**src/wkt_pkg.sv**
```systemverilog
package wkt_pkg;
  // ----------------------------------------
  // Register offsets
  // ----------------------------------------
  localparam logic [7:0] OFS_CFG     = 8'h00;
  localparam logic [7:0] OFS_MANT_HI = 8'h04;
  localparam logic [7:0] OFS_MANT_LO = 8'h08;
  localparam logic [7:0] OFS_EXP     = 8'h0C;
  localparam logic [7:0] OFS_WIN     = 8'h10;
  localparam logic [7:0] OFS_STATUS  = 8'h14;
  localparam logic [7:0] OFS_MASK    = 8'h18;
  localparam logic [7:0] OFS_CTRL    = 8'h1C;
  localparam logic [7:0] OFS_CMD     = 8'h20;
  localparam logic [7:0] OFS_STATE   = 8'h24;
  localparam logic [7:0] OFS_TRIM    = 8'h28;
  // ----------------------------------------
  // Field positions
  // ----------------------------------------
  localparam int CFG_EN_BIT     = 0;
  localparam int CFG_BATT_BIT   = 1;
  localparam int CFG_DUTY_LSB   = 2;
  localparam int CFG_CAL_EN_BIT = 4;
  localparam int CFG_CAL_LSB    = 5;
  localparam int EXP_SLEEP_BIT  = 5;
  localparam int CTRL_XTAL_BIT  = 0;
  localparam int EV_WAKE = 0;
  localparam int EV_CAL  = 1;
  localparam int EV_BATT = 2;
  localparam int EV_RX   = 3;
  localparam int EV_TX   = 4;
  localparam int EV_W    = 5;
  localparam int CMD_BOOT     = 0;
  localparam int CMD_SLEEP    = 1;
  localparam int CMD_SHUTDOWN = 2;
  localparam int CMD_EXIT_SD  = 3;
  localparam int CMD_READY    = 4;
  localparam logic [1:0] DUTY_OFF = 2'h0;
  localparam logic [1:0] DUTY_RX  = 2'h1;
  localparam logic [1:0] DUTY_TX  = 2'h2;
  // ----------------------------------------
  // Reset values and timing
  // ----------------------------------------
  localparam logic [15:0] RST_MANT = 16'h0001;
  localparam logic [7:0]  RST_WIN  = 8'h01;
  localparam logic [6:0]  RST_TRIM = 7'h40;
  localparam int RC_HZ      = 32768;
  localparam int XO_HZ      = 30_000_000;
  localparam int XO_REF_DIV = 256;
  localparam int CAL_TICKS  = 32;
  localparam logic [15:0] CAL_EXPECT = 16'(XO_HZ / XO_REF_DIV * CAL_TICKS / RC_HZ);
  localparam int PRE_BASE   = 4;
  localparam int RECAL_LOG2 = 12;
  typedef enum logic [6:0] {
    ST_READY    = 7'h01,
    ST_SLEEP    = 7'h02,
    ST_SHUTDOWN = 7'h04,
    ST_CAL_WAIT = 7'h08,
    ST_CAL_MEAS = 7'h10,
    ST_RX       = 7'h20,
    ST_TX       = 7'h40
  } wkt_state_e;
endpackage : wkt_pkg

```
**src/wkt_cnt_if.sv**
```systemverilog
`timescale 1ns/1ns
`default_nettype none
interface wkt_cnt_if;
  logic        tick;
  logic        run;
  logic [15:0] mant;
  logic [4:0]  expo;
  logic        expire;
  modport owner(output tick, run, mant, expo, input expire);
  modport counter(input tick, run, mant, expo, output expire);
endinterface : wkt_cnt_if
`default_nettype wire

```
**src/wkt_period_counter.sv**
```systemverilog
`timescale 1ns/1ns
`default_nettype none
module wkt_period_counter
  import wkt_pkg::*;
(
  input wire logic   clk,
  input wire logic   rst,
  wkt_cnt_if.counter cnt
);
  typedef struct packed {
    logic [33:0] pre;
    logic [15:0] steps;
    logic        expire;
  } wkt_cnt_s;

  wkt_cnt_s    st;
  wkt_cnt_s    next_st;
  logic [33:0] limit;

  // Wide prescaler so the largest exponent still fits
  assign limit = 34'(PRE_BASE) << cnt.expo;

  always_comb begin
    next_st = st;
    next_st.expire = 1'b0;
    if (!cnt.run) begin
      next_st.pre = '0;
      next_st.steps = '0;
    end else if (cnt.tick) begin
      if (st.pre == limit - 34'h1) begin
        next_st.pre = '0;
        if (cnt.mant != 16'h0000 && st.steps == cnt.mant - 16'h0001) begin
          next_st.steps = '0;
          next_st.expire = 1'b1;
        end else begin
          next_st.steps = st.steps + 16'h0001;
        end
      end else begin
        next_st.pre = st.pre + 34'h1;
      end
    end
  end

  always_ff @(posedge clk or posedge rst) begin
    if (rst) begin
      st <= '0;
    end else begin
      st <= next_st;
    end
  end

  assign cnt.expire = st.expire;
endmodule : wkt_period_counter
`default_nettype wire

```
**src/wkt_wake_timer.sv**
```systemverilog
// The implementer's own choices: the register offsets and register access over APB.
`timescale 1ns/1ns
`default_nettype none
module wkt_wake_timer
  import wkt_pkg::*;
(
  input  wire logic        CLK,
  input  wire logic        RST,
  input  wire logic        PSEL,
  input  wire logic        PENABLE,
  input  wire logic        PWRITE,
  input  wire logic [7:0]  PADDR,
  input  wire logic [31:0] PWDATA,
  output logic      [31:0] PRDATA,
  output logic             PREADY,
  output logic             PSLVERR,
  input  wire logic        RC_CLK_32K,
  input  wire logic        XTAL_CLK_32K,
  input  wire logic        XO_REF,
  input  wire logic        XO_READY,
  input  wire logic        BATT_LOW,
  input  wire logic        RX_SYNC_DET,
  input  wire logic        RX_PKT_DONE,
  input  wire logic        TX_DONE,
  output logic             IRQ_OUT_N,
  output logic             XO_EN,
  output logic      [6:0]  RC_TRIM,
  output logic             RX_ON,
  output logic             TX_START,
  output logic             BATT_CHECK,
  output logic      [6:0]  CHIP_STATE
);
  // ----------------------------------------
  // State
  // ----------------------------------------
  typedef struct packed {
    logic [7:0]      cfg;
    logic [15:0]     mant;
    logic [4:0]      expo;
    logic            post_sleep;
    logic [7:0]      win;
    logic [EV_W-1:0] status;
    logic [EV_W-1:0] mask;
    logic            src_xtal;
    logic [6:0]      trim;
    wkt_state_e      state;
    wkt_state_e      ret;
    logic            armed;
    logic            rx_seen;
    logic            rx_ext;
    logic [5:0]      cal_ticks;
    logic [15:0]     cal_cnt;
    logic [19:0]     recal;
    logic [2:0]      rc_s;
    logic [2:0]      xt_s;
    logic [2:0]      xr_s;
    logic [1:0]      rdy_s;
    logic [1:0]      batt_s;
    logic            xo_en;
    logic            tx_start;
    logic            batt_chk;
    logic [31:0]     rdata;
  } wkt_top_s;

  wkt_top_s        st;
  wkt_top_s        next_st;
  wkt_cnt_if       wake_if ();
  wkt_cnt_if       win_if ();
  logic [7:0]      wd;
  logic            wr;
  logic            wr_cmd;
  logic            rc_tick;
  logic            xt_tick;
  logic            xr_edge;
  logic            idle;
  logic            wake_exp;
  logic            win_exp;
  logic            recal_hit;
  logic [19:0]     recal_lim;
  logic [31:0]     rd_val;
  logic            addr_ok;
  logic [EV_W-1:0] ev_set;
  logic [EV_W-1:0] ev_clr;
  wkt_state_e      post;

  assign wd = PWDATA[7:0];
  assign wr = PSEL & PENABLE & PWRITE;
  assign wr_cmd = wr && PADDR == OFS_CMD;
  // Edges come from the second and third stages only
  assign rc_tick = st.rc_s[1] & ~st.rc_s[2];
  assign xt_tick = st.xt_s[1] & ~st.xt_s[2];
  assign xr_edge = st.xr_s[1] & ~st.xr_s[2];
  assign idle = st.state == ST_READY || st.state == ST_SLEEP;
  assign post = st.post_sleep ? ST_SLEEP : ST_READY;
  assign recal_lim = 20'h00001 << (5'(st.cfg[CFG_CAL_LSB +: 3]) + 5'(RECAL_LOG2));
  assign recal_hit = st.cfg[CFG_CAL_EN_BIT] && idle && rc_tick
                     && st.recal == recal_lim - 20'h00001;

  // ----------------------------------------
  // Period counters
  // ----------------------------------------
  assign wake_if.tick = st.src_xtal ? xt_tick : rc_tick;
  assign wake_if.run = st.armed & st.cfg[CFG_EN_BIT];
  assign wake_if.mant = st.mant;
  assign wake_if.expo = st.expo;
  assign wake_exp = wake_if.expire;
  assign win_if.tick = wake_if.tick;
  assign win_if.run = st.state == ST_RX;
  assign win_if.mant = {8'h00, st.win};
  assign win_if.expo = st.expo;
  assign win_exp = win_if.expire;

  wkt_period_counter u_wake (
    .clk (CLK),
    .rst (RST),
    .cnt (wake_if)
  );

  wkt_period_counter u_win (
    .clk (CLK),
    .rst (RST),
    .cnt (win_if)
  );

  // ----------------------------------------
  // Register read decode
  // ----------------------------------------
  always_comb begin
    rd_val = '0;
    addr_ok = 1'b1;
    if (PADDR == OFS_CFG) begin
      rd_val[7:0] = st.cfg;
    end else if (PADDR == OFS_MANT_HI) begin
      rd_val[7:0] = st.mant[15:8];
    end else if (PADDR == OFS_MANT_LO) begin
      rd_val[7:0] = st.mant[7:0];
    end else if (PADDR == OFS_EXP) begin
      rd_val[4:0] = st.expo;
      rd_val[EXP_SLEEP_BIT] = st.post_sleep;
    end else if (PADDR == OFS_WIN) begin
      rd_val[7:0] = st.win;
    end else if (PADDR == OFS_STATUS) begin
      rd_val[EV_W-1:0] = st.status;
    end else if (PADDR == OFS_MASK) begin
      rd_val[EV_W-1:0] = st.mask;
    end else if (PADDR == OFS_CTRL) begin
      rd_val[CTRL_XTAL_BIT] = st.src_xtal;
    end else if (PADDR == OFS_CMD) begin
      rd_val = '0;
    end else if (PADDR == OFS_STATE) begin
      rd_val[6:0] = st.state;
    end else if (PADDR == OFS_TRIM) begin
      rd_val[6:0] = st.trim;
    end else begin
      addr_ok = 1'b0;
    end
  end

  // ----------------------------------------
  // Next state
  // ----------------------------------------
  always_comb begin
    next_st = st;
    next_st.tx_start = 1'b0;
    next_st.batt_chk = 1'b0;
    ev_set = '0;
    ev_clr = '0;
    next_st.rc_s = {st.rc_s[1:0], RC_CLK_32K};
    next_st.xt_s = {st.xt_s[1:0], XTAL_CLK_32K};
    next_st.xr_s = {st.xr_s[1:0], XO_REF};
    next_st.rdy_s = {st.rdy_s[0], XO_READY};
    next_st.batt_s = {st.batt_s[0], BATT_LOW};
    if (PSEL && !PENABLE) begin
      next_st.rdata = rd_val;
    end
    if (wr) begin
      if (PADDR == OFS_CFG) begin
        next_st.cfg = wd;
      end else if (PADDR == OFS_MANT_HI) begin
        next_st.mant[15:8] = wd;
      end else if (PADDR == OFS_MANT_LO) begin
        next_st.mant[7:0] = wd;
      end else if (PADDR == OFS_EXP) begin
        next_st.expo = wd[4:0];
        next_st.post_sleep = wd[EXP_SLEEP_BIT];
      end else if (PADDR == OFS_WIN) begin
        next_st.win = wd;
      end else if (PADDR == OFS_STATUS) begin
        ev_clr = wd[EV_W-1:0];
      end else if (PADDR == OFS_MASK) begin
        next_st.mask = wd[EV_W-1:0];
      end else if (PADDR == OFS_CTRL) begin
        next_st.src_xtal = wd[CTRL_XTAL_BIT];
      end
    end
    if (!st.cfg[CFG_EN_BIT]) begin
      next_st.armed = 1'b0;
    end
    case (st.state)
      ST_CAL_WAIT: begin
        if (st.rdy_s[1]) begin
          next_st.state = ST_CAL_MEAS;
          next_st.cal_ticks = '0;
          next_st.cal_cnt = '0;
        end
      end
      ST_CAL_MEAS: begin
        // Raw RC edges: the trim acts on the RC, whatever source is chosen
        if (xr_edge) begin
          next_st.cal_cnt = st.cal_cnt + 16'h0001;
        end
        if (rc_tick) begin
          next_st.cal_ticks = st.cal_ticks + 6'h01;
        end
        if (st.cal_ticks == 6'(CAL_TICKS)) begin
          if (st.cal_cnt > CAL_EXPECT && st.trim != 7'h7F) begin
            next_st.trim = st.trim + 7'h01;
          end else if (st.cal_cnt < CAL_EXPECT && st.trim != 7'h00) begin
            next_st.trim = st.trim - 7'h01;
          end
          next_st.xo_en = 1'b0;
          next_st.state = st.ret;
          ev_set[EV_CAL] = 1'b1;
        end
      end
      ST_RX: begin
        if (RX_SYNC_DET) begin
          next_st.rx_seen = 1'b1;
        end
        if (RX_PKT_DONE) begin
          ev_set[EV_RX] = 1'b1;
          next_st.state = post;
        end else if (win_exp) begin
          if (st.rx_seen && !st.rx_ext) begin
            next_st.rx_ext = 1'b1;
          end else begin
            next_st.state = post;
          end
        end
      end
      ST_TX: begin
        if (TX_DONE) begin
          ev_set[EV_TX] = 1'b1;
          next_st.state = post;
        end
      end
      default: begin
      end
    endcase
    if (wake_exp) begin
      ev_set[EV_WAKE] = 1'b1;
      if (st.cfg[CFG_BATT_BIT]) begin
        next_st.batt_chk = 1'b1;
        ev_set[EV_BATT] = st.batt_s[1];
      end
      if (idle) begin
        case (st.cfg[CFG_DUTY_LSB +: 2])
          DUTY_RX: begin
            next_st.state = ST_RX;
            next_st.rx_seen = 1'b0;
            next_st.rx_ext = 1'b0;
          end
          DUTY_TX: begin
            next_st.state = ST_TX;
            next_st.tx_start = 1'b1;
          end
          default: begin
            next_st.state = post;
          end
        endcase
      end
    end else if (recal_hit) begin
      next_st.state = ST_CAL_WAIT;
      next_st.ret = st.state;
      next_st.xo_en = 1'b1;
    end
    if (!(st.cfg[CFG_CAL_EN_BIT] && idle) || recal_hit) begin
      next_st.recal = '0;
    end else if (rc_tick) begin
      next_st.recal = st.recal + 20'h00001;
    end
    // Commands win over timer events issued in the same cycle
    if (wr_cmd) begin
      if (wd[CMD_BOOT]) begin
        next_st.state = ST_CAL_WAIT;
        next_st.ret = ST_READY;
        next_st.xo_en = 1'b1;
      end else if (wd[CMD_EXIT_SD] && st.state == ST_SHUTDOWN) begin
        next_st.state = ST_CAL_WAIT;
        next_st.ret = ST_READY;
        next_st.xo_en = 1'b1;
      end else if (wd[CMD_SHUTDOWN]) begin
        next_st.state = ST_SHUTDOWN;
        next_st.armed = 1'b0;
        next_st.xo_en = 1'b0;
      end else if (wd[CMD_SLEEP] && st.state == ST_READY) begin
        next_st.state = ST_SLEEP;
        next_st.armed = st.cfg[CFG_EN_BIT];
      end else if (wd[CMD_READY] && st.state == ST_SLEEP) begin
        next_st.state = ST_READY;
      end
    end
    // A new event beats a clear in the same cycle
    next_st.status = (st.status & ~ev_clr) | ev_set;
  end

  always_ff @(posedge CLK or posedge RST) begin
    if (RST) begin
      st <= '0;
      st.state <= ST_READY;
      st.ret <= ST_READY;
      st.mant <= RST_MANT;
      st.win <= RST_WIN;
      st.trim <= RST_TRIM;
    end else begin
      st <= next_st;
    end
  end

  // ----------------------------------------
  // Outputs
  // ----------------------------------------
  assign PRDATA = st.rdata;
  assign PREADY = 1'b1;
  assign PSLVERR = PSEL & PENABLE & ~addr_ok;
  assign IRQ_OUT_N = ~|(st.status & st.mask);
  assign XO_EN = st.xo_en;
  assign RC_TRIM = st.trim;
  assign RX_ON = st.state == ST_RX;
  assign TX_START = st.tx_start;
  assign BATT_CHECK = st.batt_chk;
  assign CHIP_STATE = st.state;
endmodule : wkt_wake_timer
`default_nettype wire
```
**config.mk**
```make
export PLATFORM = sky130hd
export DESIGN_NAME = wkt_wake_timer
export DESIGN_NICKNAME = d
export VERILOG_FILES = /design/src/wkt_pkg.sv /design/src/wkt_cnt_if.sv /design/src/wkt_period_counter.sv /design/src/wkt_wake_timer.sv
export SDC_FILE = /design/constraint.sdc
export NUM_CORES = 1
export LEC_CHECK = 0
export BUFFER_PORTS_ARGS = -buffer_cell sky130_fd_sc_hd__buf_2
export CAP_MARGIN = 20
export CORE_MARGIN = 5
export CORE_UTILIZATION = 65
export DETAILED_ROUTE_END_ITERATION = 8
export HOLD_SLACK_MARGIN = 0.06
export PLACE_DENSITY = 0.85
export SLEW_MARGIN = 5
export SYNTH_ARGS = -nofsm -noshare
export SYNTH_HDL_FRONTEND = slang
export SYNTH_HIERARCHICAL = 1
export SYNTH_SLANG_ARGS = --single-unit
```
**constraint.sdc**
```tcl
create_clock -name CLK -period 8.7 [get_ports CLK]
set_input_delay 0.87 -clock CLK [delete_from_list [all_inputs] [get_ports CLK]]
set_output_delay 0.87 -clock CLK [all_outputs]
set_load 0.005 [all_outputs]
```
======== Yosys cells after proc, flatten, opt, wreduce, memory -nomap -nowiden ========
Index checks and enable logic that the tools add are counted.
word-level totals
  memory bits (read-only) ................. 0
  input bits .............................. 53
  memory bits (writable) .................. 0
  word-level logic and storage cells ...... 276
  flip-flop bits (word level) ............. 265
  latch bits .............................. 0
  memories ................................ 0
cells by class
  $add $sub $neg .......................... 14
  $lt $le $gt $ge ......................... 2
  bitwise gates (word level) .............. 22
  reductions and logical operators ........ 38
  muxes and demuxes ....................... 130
  shift-type cells ........................ 2
  divide/modulo/power cells ............... 0
  $mul .................................... 0
  eq/ne operators ......................... 35
operator list
  operator               count
  $mux 31                7
  $mux 7                 26
  $mux 51                2
  $mux 50                2
  $mux 24                4
  $add 34x1->34 const B  2
  $eq 34x34->1           2
  $mux 34                2
  $mux 14                4
  $mux 27                2
  $add 16x1->16 const B  3
  $mux 16                3
  $mux 1                 46
  $mux 5                 9
  $pmux 22 s2            1
  $mux 20                2
  $mux 17                2
  $shl 3x5->34 const A   1
  $sub 34x1->34 const B  1
  $eq 16x16->1           2
  $eq 8x5->1 const B     4
  $mux 8                 4
  $reduce_bool 16->1     2
  $pmux 7 s4             1
  54 further kinds       109

======== Longest topological paths before layout ========
  word-level depth ........................ 27
  mapped depth ............................ 16
  gate-level depth less buffers ........... 13

======== By module ========
Netlist, hierarchy kept.
modules (own cells, without submodules)
  module              area an instance (µm²)  cells an instance  instances
  wkt_period_counter  4720.8                  614                2
  wkt_wake_timer      7596.0                  762                1

======== Worst setup path before layout ========
No wires, ideal clock.
  path kind ............................... register to register
  from .................................... register st (netlist bit wake_if.expo[2])
  to ...................................... register u_wake/st[35] (netlist name)
  arrival ................................. 3397 ps
  setup time .............................. 127 ps
  stages on the path, launching flop included .. 15
  path slack .............................. 5177 ps
  buffers on the path ..................... 3
  path through ............................ dfrtp_1 buf_2 or3_4 or3b_2 ha_1 xnor2_1 or4_1 a211oi_1 o2111ai_1 nor3_2 nand4_1 buf_2 buf_2 nand4_1 o21ai_0
between the ends
  longest elaborated chain between the ends .. 6
ends and longest elaborated chain
  element                 RTL line                  RTL
  start, declared         wkt_wake_timer.sv:65      wkt_top_s st;
  start signal, assigned  wkt_wake_timer.sv:316     st <= next_st;
  $shl 3x5->34            wkt_period_counter.sv:21  assign limit = 34'(PRE_BASE) << cnt.expo;
  $sub 34x1->34           wkt_period_counter.sv:30  if (st.pre == limit - 34'h1) begin
  $eq 34x34->1            wkt_period_counter.sv:30
  $mux 34                 wkt_period_counter.sv:30
  $mux 51                 wkt_period_counter.sv:29  end else if (cnt.tick) begin
  $mux 50                 wkt_period_counter.sv:26  if (!cnt.run) begin
  end signal, assigned    wkt_period_counter.sv:48  st <= next_st;
  end, declared           wkt_period_counter.sv:16  wkt_cnt_s st;
No other way between the ends. The select of a mux whose other input is x is not followed.
A chain may end at the register's enable or synchronous reset.

======== Worst setup path in the final report ========
  from .................................... register st (netlist bit wake_if.expo[4])
  to ...................................... register u_wake/st[1] (netlist name)
between the ends
  longest elaborated chain between the ends .. 5
ends and longest elaborated chain
  element                            RTL line
  $shl 3x5->34                       wkt_period_counter.sv:21
  $sub 34x1->34                      wkt_period_counter.sv:30
  $eq 34x34->1                       wkt_period_counter.sv:30
  $ne 2x2->1 (no source line)        --
  $reduce_and 2->1 (no source line)  --
No other way between the ends.

==> out/metrics.yaml <==
pwr:
  combPwrFrac_pct: 6.7
  p_seq_share_pct: 45.1
  p_switching_uw: 607.9
  ir_drop_mv: 0.1519
  p_clk_share_pct: 48.1
  p_leak_nw: 7.476
  switching_share_pct: 23.97
  power_density_nw_per_um2: 140.1
  p_int_mw: 1.929
sta:
  fmax_mhz: 195.4
  setup_viol: 0
  final.period_utilization_pct: 58.83
  relSlewSlack_pct: 33.08
  min_period_ps: 5118
  slew_violations: 0
  skew_ps: 19.61
  rsz0062_at_grt: "no"
  hold_viol: 0
  holdWs_ps: 347.2
  tightestPinTransition_ps: 1004
  fin_tns_setup_ps: 0
placement:
  placed_cell_area_um2: 17140
  place_inst: 2273
  gp_congestion: 0.9342
  io_buffers: 56
  post-dp-hpwl_mm: 29.75
status:
  status: "completed"
final_layout:
  layout_common_cells: "dfrtp_1, nand2_1, nor2_1, nand3_1, o21ai_0"
  final_layout_size_suffix_gt1_share_pct: 12.66
  fillers: 1935
  syn2layout_area_growth_pct: 6.286
  final_area_um2: 18110
  multi_input_area_um2: 10060
  nets: 2043
  final_common_cell: "dfrtp_1"
  instances_no_fill: 2325
  diodes: 0
  regArea_um2: 6041
  finish.utilization_pct: 69.89
setup_path:
  critPathLaunchType: "flop"
  path_class: "flop to flop"
  rr_startpoint: "wake_if.expo[4]"
  cp_max_fo: 47
  startpoint: "wake_if.expo[4]"
  crit_path_end_kind: "flop"
  worstPathRequired_ps: 9130
  worst_ep_arrival_time_ps: 5550
clock_network:
  hold_buffers: 0
  clkTransAtPathRegs_ps: 60
  cts.path.max_buffers: 3
  cts_tree: "built"
  numCtsBuffers: 28
  postCtsSetupBuffers: 0
  clock-root-buffer: "clkbuf_16"
  cts_sinks: 241
  clock_latency_ps: 570
  cts_resized: 0
  htree_levels: 1
synth:
  ys.flop_type: "dfrtp_1"
  synthAdderAreaFrac_pct: 1.660
  synthCells: 1990
  synth_compound_area_share_pct: 17.53
  yosysWarnings: 6
  synth_cell_type_count: 95
  synth-async-reset-ratio_pct: 100.0
  synth-edff-count: 0
  synth-xor-area-share_pct: 6.529
  synth.area.mux_share_pct: 4.862
  ys_seq_elements: 241
  syn-cell-area_um2: 17040
  synth_seq_area_share_pct: 35.43
  synth-simple-area-share_pct: 27.15
  synth_top_family_by_area: "simple AND/OR/NAND/NOR gates"
  synth_area_per_cell_um2: 8.562
floorplan:
  die_x_um: 171.9
  rows: 59
  num_io_pins: 106
  fp.dieH_um: 171.9
  dieArea_um2: 29550
  start_util_pct: 65.75
  core_area_um2: 25910
global_routing:
  antenna_found_initial: 1
  busiest_layer: "met2"
  track_usage_pct: 28.98
  grt_pass1_wl_mm: 71.69
  grt_pass1_vias: 14261
  grtUsageMet3_pct: 4.092
  grtUsageMet2_pct: 47.05
  overflow: 0
  globalRouteMet1Util_pct: 40.27
  grt_max_degree: 74
worst_hold_path:
  hp-class: "flop to flop"
  hold_start: "next_st[46]"
job:
  maxCapViolations: 0
drt:
  ant_nets: 0
  dr.pass1.iters: 5
  post-route-drc-count: 0
  routedWlPerCell_um: 18.92
  avgViaCountPerCell: 6.609
  wl_mm: 43.99
  drt-initial-drc-count: 1723
  dr_total_vias: 15365
## worst max-delay path, cell delays in order (launching register included)
cell	delay (ps)
dfrtp_2	690
buf_4	390
or3_4	410
or3b_2	470
ha_1	440
nor2b_1	250
a221o_1	340
o21ai_0	150
a2bb2oi_1	110
a2111oi_2	420
nand4_1	590
and2_1	440
mux2_2	270
## synth_stat cells, types with 11 or more instances
cell	count	area share (%)
mux2i_1	22	1.3
nor4_1	18	0.66
nand3b_1	27	1.2
nor2b_1	39	1.4
mux2_2	54	3.6
o21ai_0	85	2.5
a21oi_1	82	2.4
a31oi_1	28	1.0
o211ai_1	22	0.97
o311ai_0	15	0.77
nand4_1	80	2.9
nor2_1	127	2.8
and3_1	53	1.9
xnor2_1	60	3.1
xor2_1	67	3.4
nand2b_1	25	0.92
buf_2	43	1.3
buf_4	49	2.2
nor3_1	55	1.6
or2_2	12	0.44
or3_1	11	0.40
o22ai_1	29	1.1
ha_1	21	1.5
o31ai_1	12	0.53
o21ai_1	16	0.47
inv_1	50	1.1
dfrtp_1	236	35
nand2_1	213	4.7
nand3_1	88	2.6
o311ai_1	18	0.93
and2_1	26	0.95
buf_1	16	0.35
clkbuf_1	71	1.6
## power groups by stage
stage | clock network [mW] | logic (mW) | registers, mW
floorplan | 0 | 0.139 | 1.16
global placement | 0 | 0.164 | 1.16
detailed placement | 0 | 0.168 | 1.16
CTS | 1.23 | 0.169 | 1.14
global route | 1.28 | 0.189 | 1.15
finish | 1.22 | 0.171 | 1.15
## flip-flops by register name, summed over array words and instances (netlist names)
name and count:
BATT_CHECK 1, CHIP_STATE 7, PRDATA 8, RC_TRIM 7, TX_START 1, XO_EN 1, next_st 8, st 85
u_wake/cnt.expire 1, u_wake/st 50, u_win/cnt.expire 1, u_win/st 50, wake_if.expo 5, wake_if.mant 16
## per-layer routing
layer,vias up,wire length [µm]
met5,-,20
met4,2,1300
met3,109,3087
met2,641,20830
met1,7475,18760
li1,7138,-
## stage by stage
stage	total power, mW	setup slack [ps]
floorplan	1.298	4114
global placement	1.328	3718
detailed placement	1.332	3656
CTS	2.549	3627
global route	2.620	3310
finish	2.537	3582
## logic make-up (layout without fill, tap and decap cells)
group | count (synthesis) | count (layout)
AO/OA/AOI/OAI | 433 | 433
XOR/XNOR | 127 | 127
adder cells (fa/ha/maj) | 22 | 22
buffers and inverters | 235 | 178
flip-flops | 241 | 241
multiplexers | 76 | 76
other | 2 | 59
AND/OR/NAND/NOR | 854 | 854
## worst paths after layout
check                                       end  slack, ps  depth (start not counted)
worst min register to register      next_st[47]        350                          0
worst max-delay path               u_wake/st[1]       3580                         12
max in group asynchronous       wake_if.expo[3]       6900                          3
worst min-delay path                next_st[47]        350                          0
worst max register to register     u_wake/st[1]       3580                         12
min in group asynchronous           next_st[43]        440                          2
## cell type report
type | instances | area share, %
flip-flops and latches | 241 | 33.36
inverters | 51 | 1.085
multi-input cells | 1571 | 55.58
clock inverters | 9 | 0.8153
clock buffers | 43 | 4.512
well taps | 335 | 2.315
repair buffers | 75 | 2.335
Note: power is estimated with default switching activity, not from simulation.
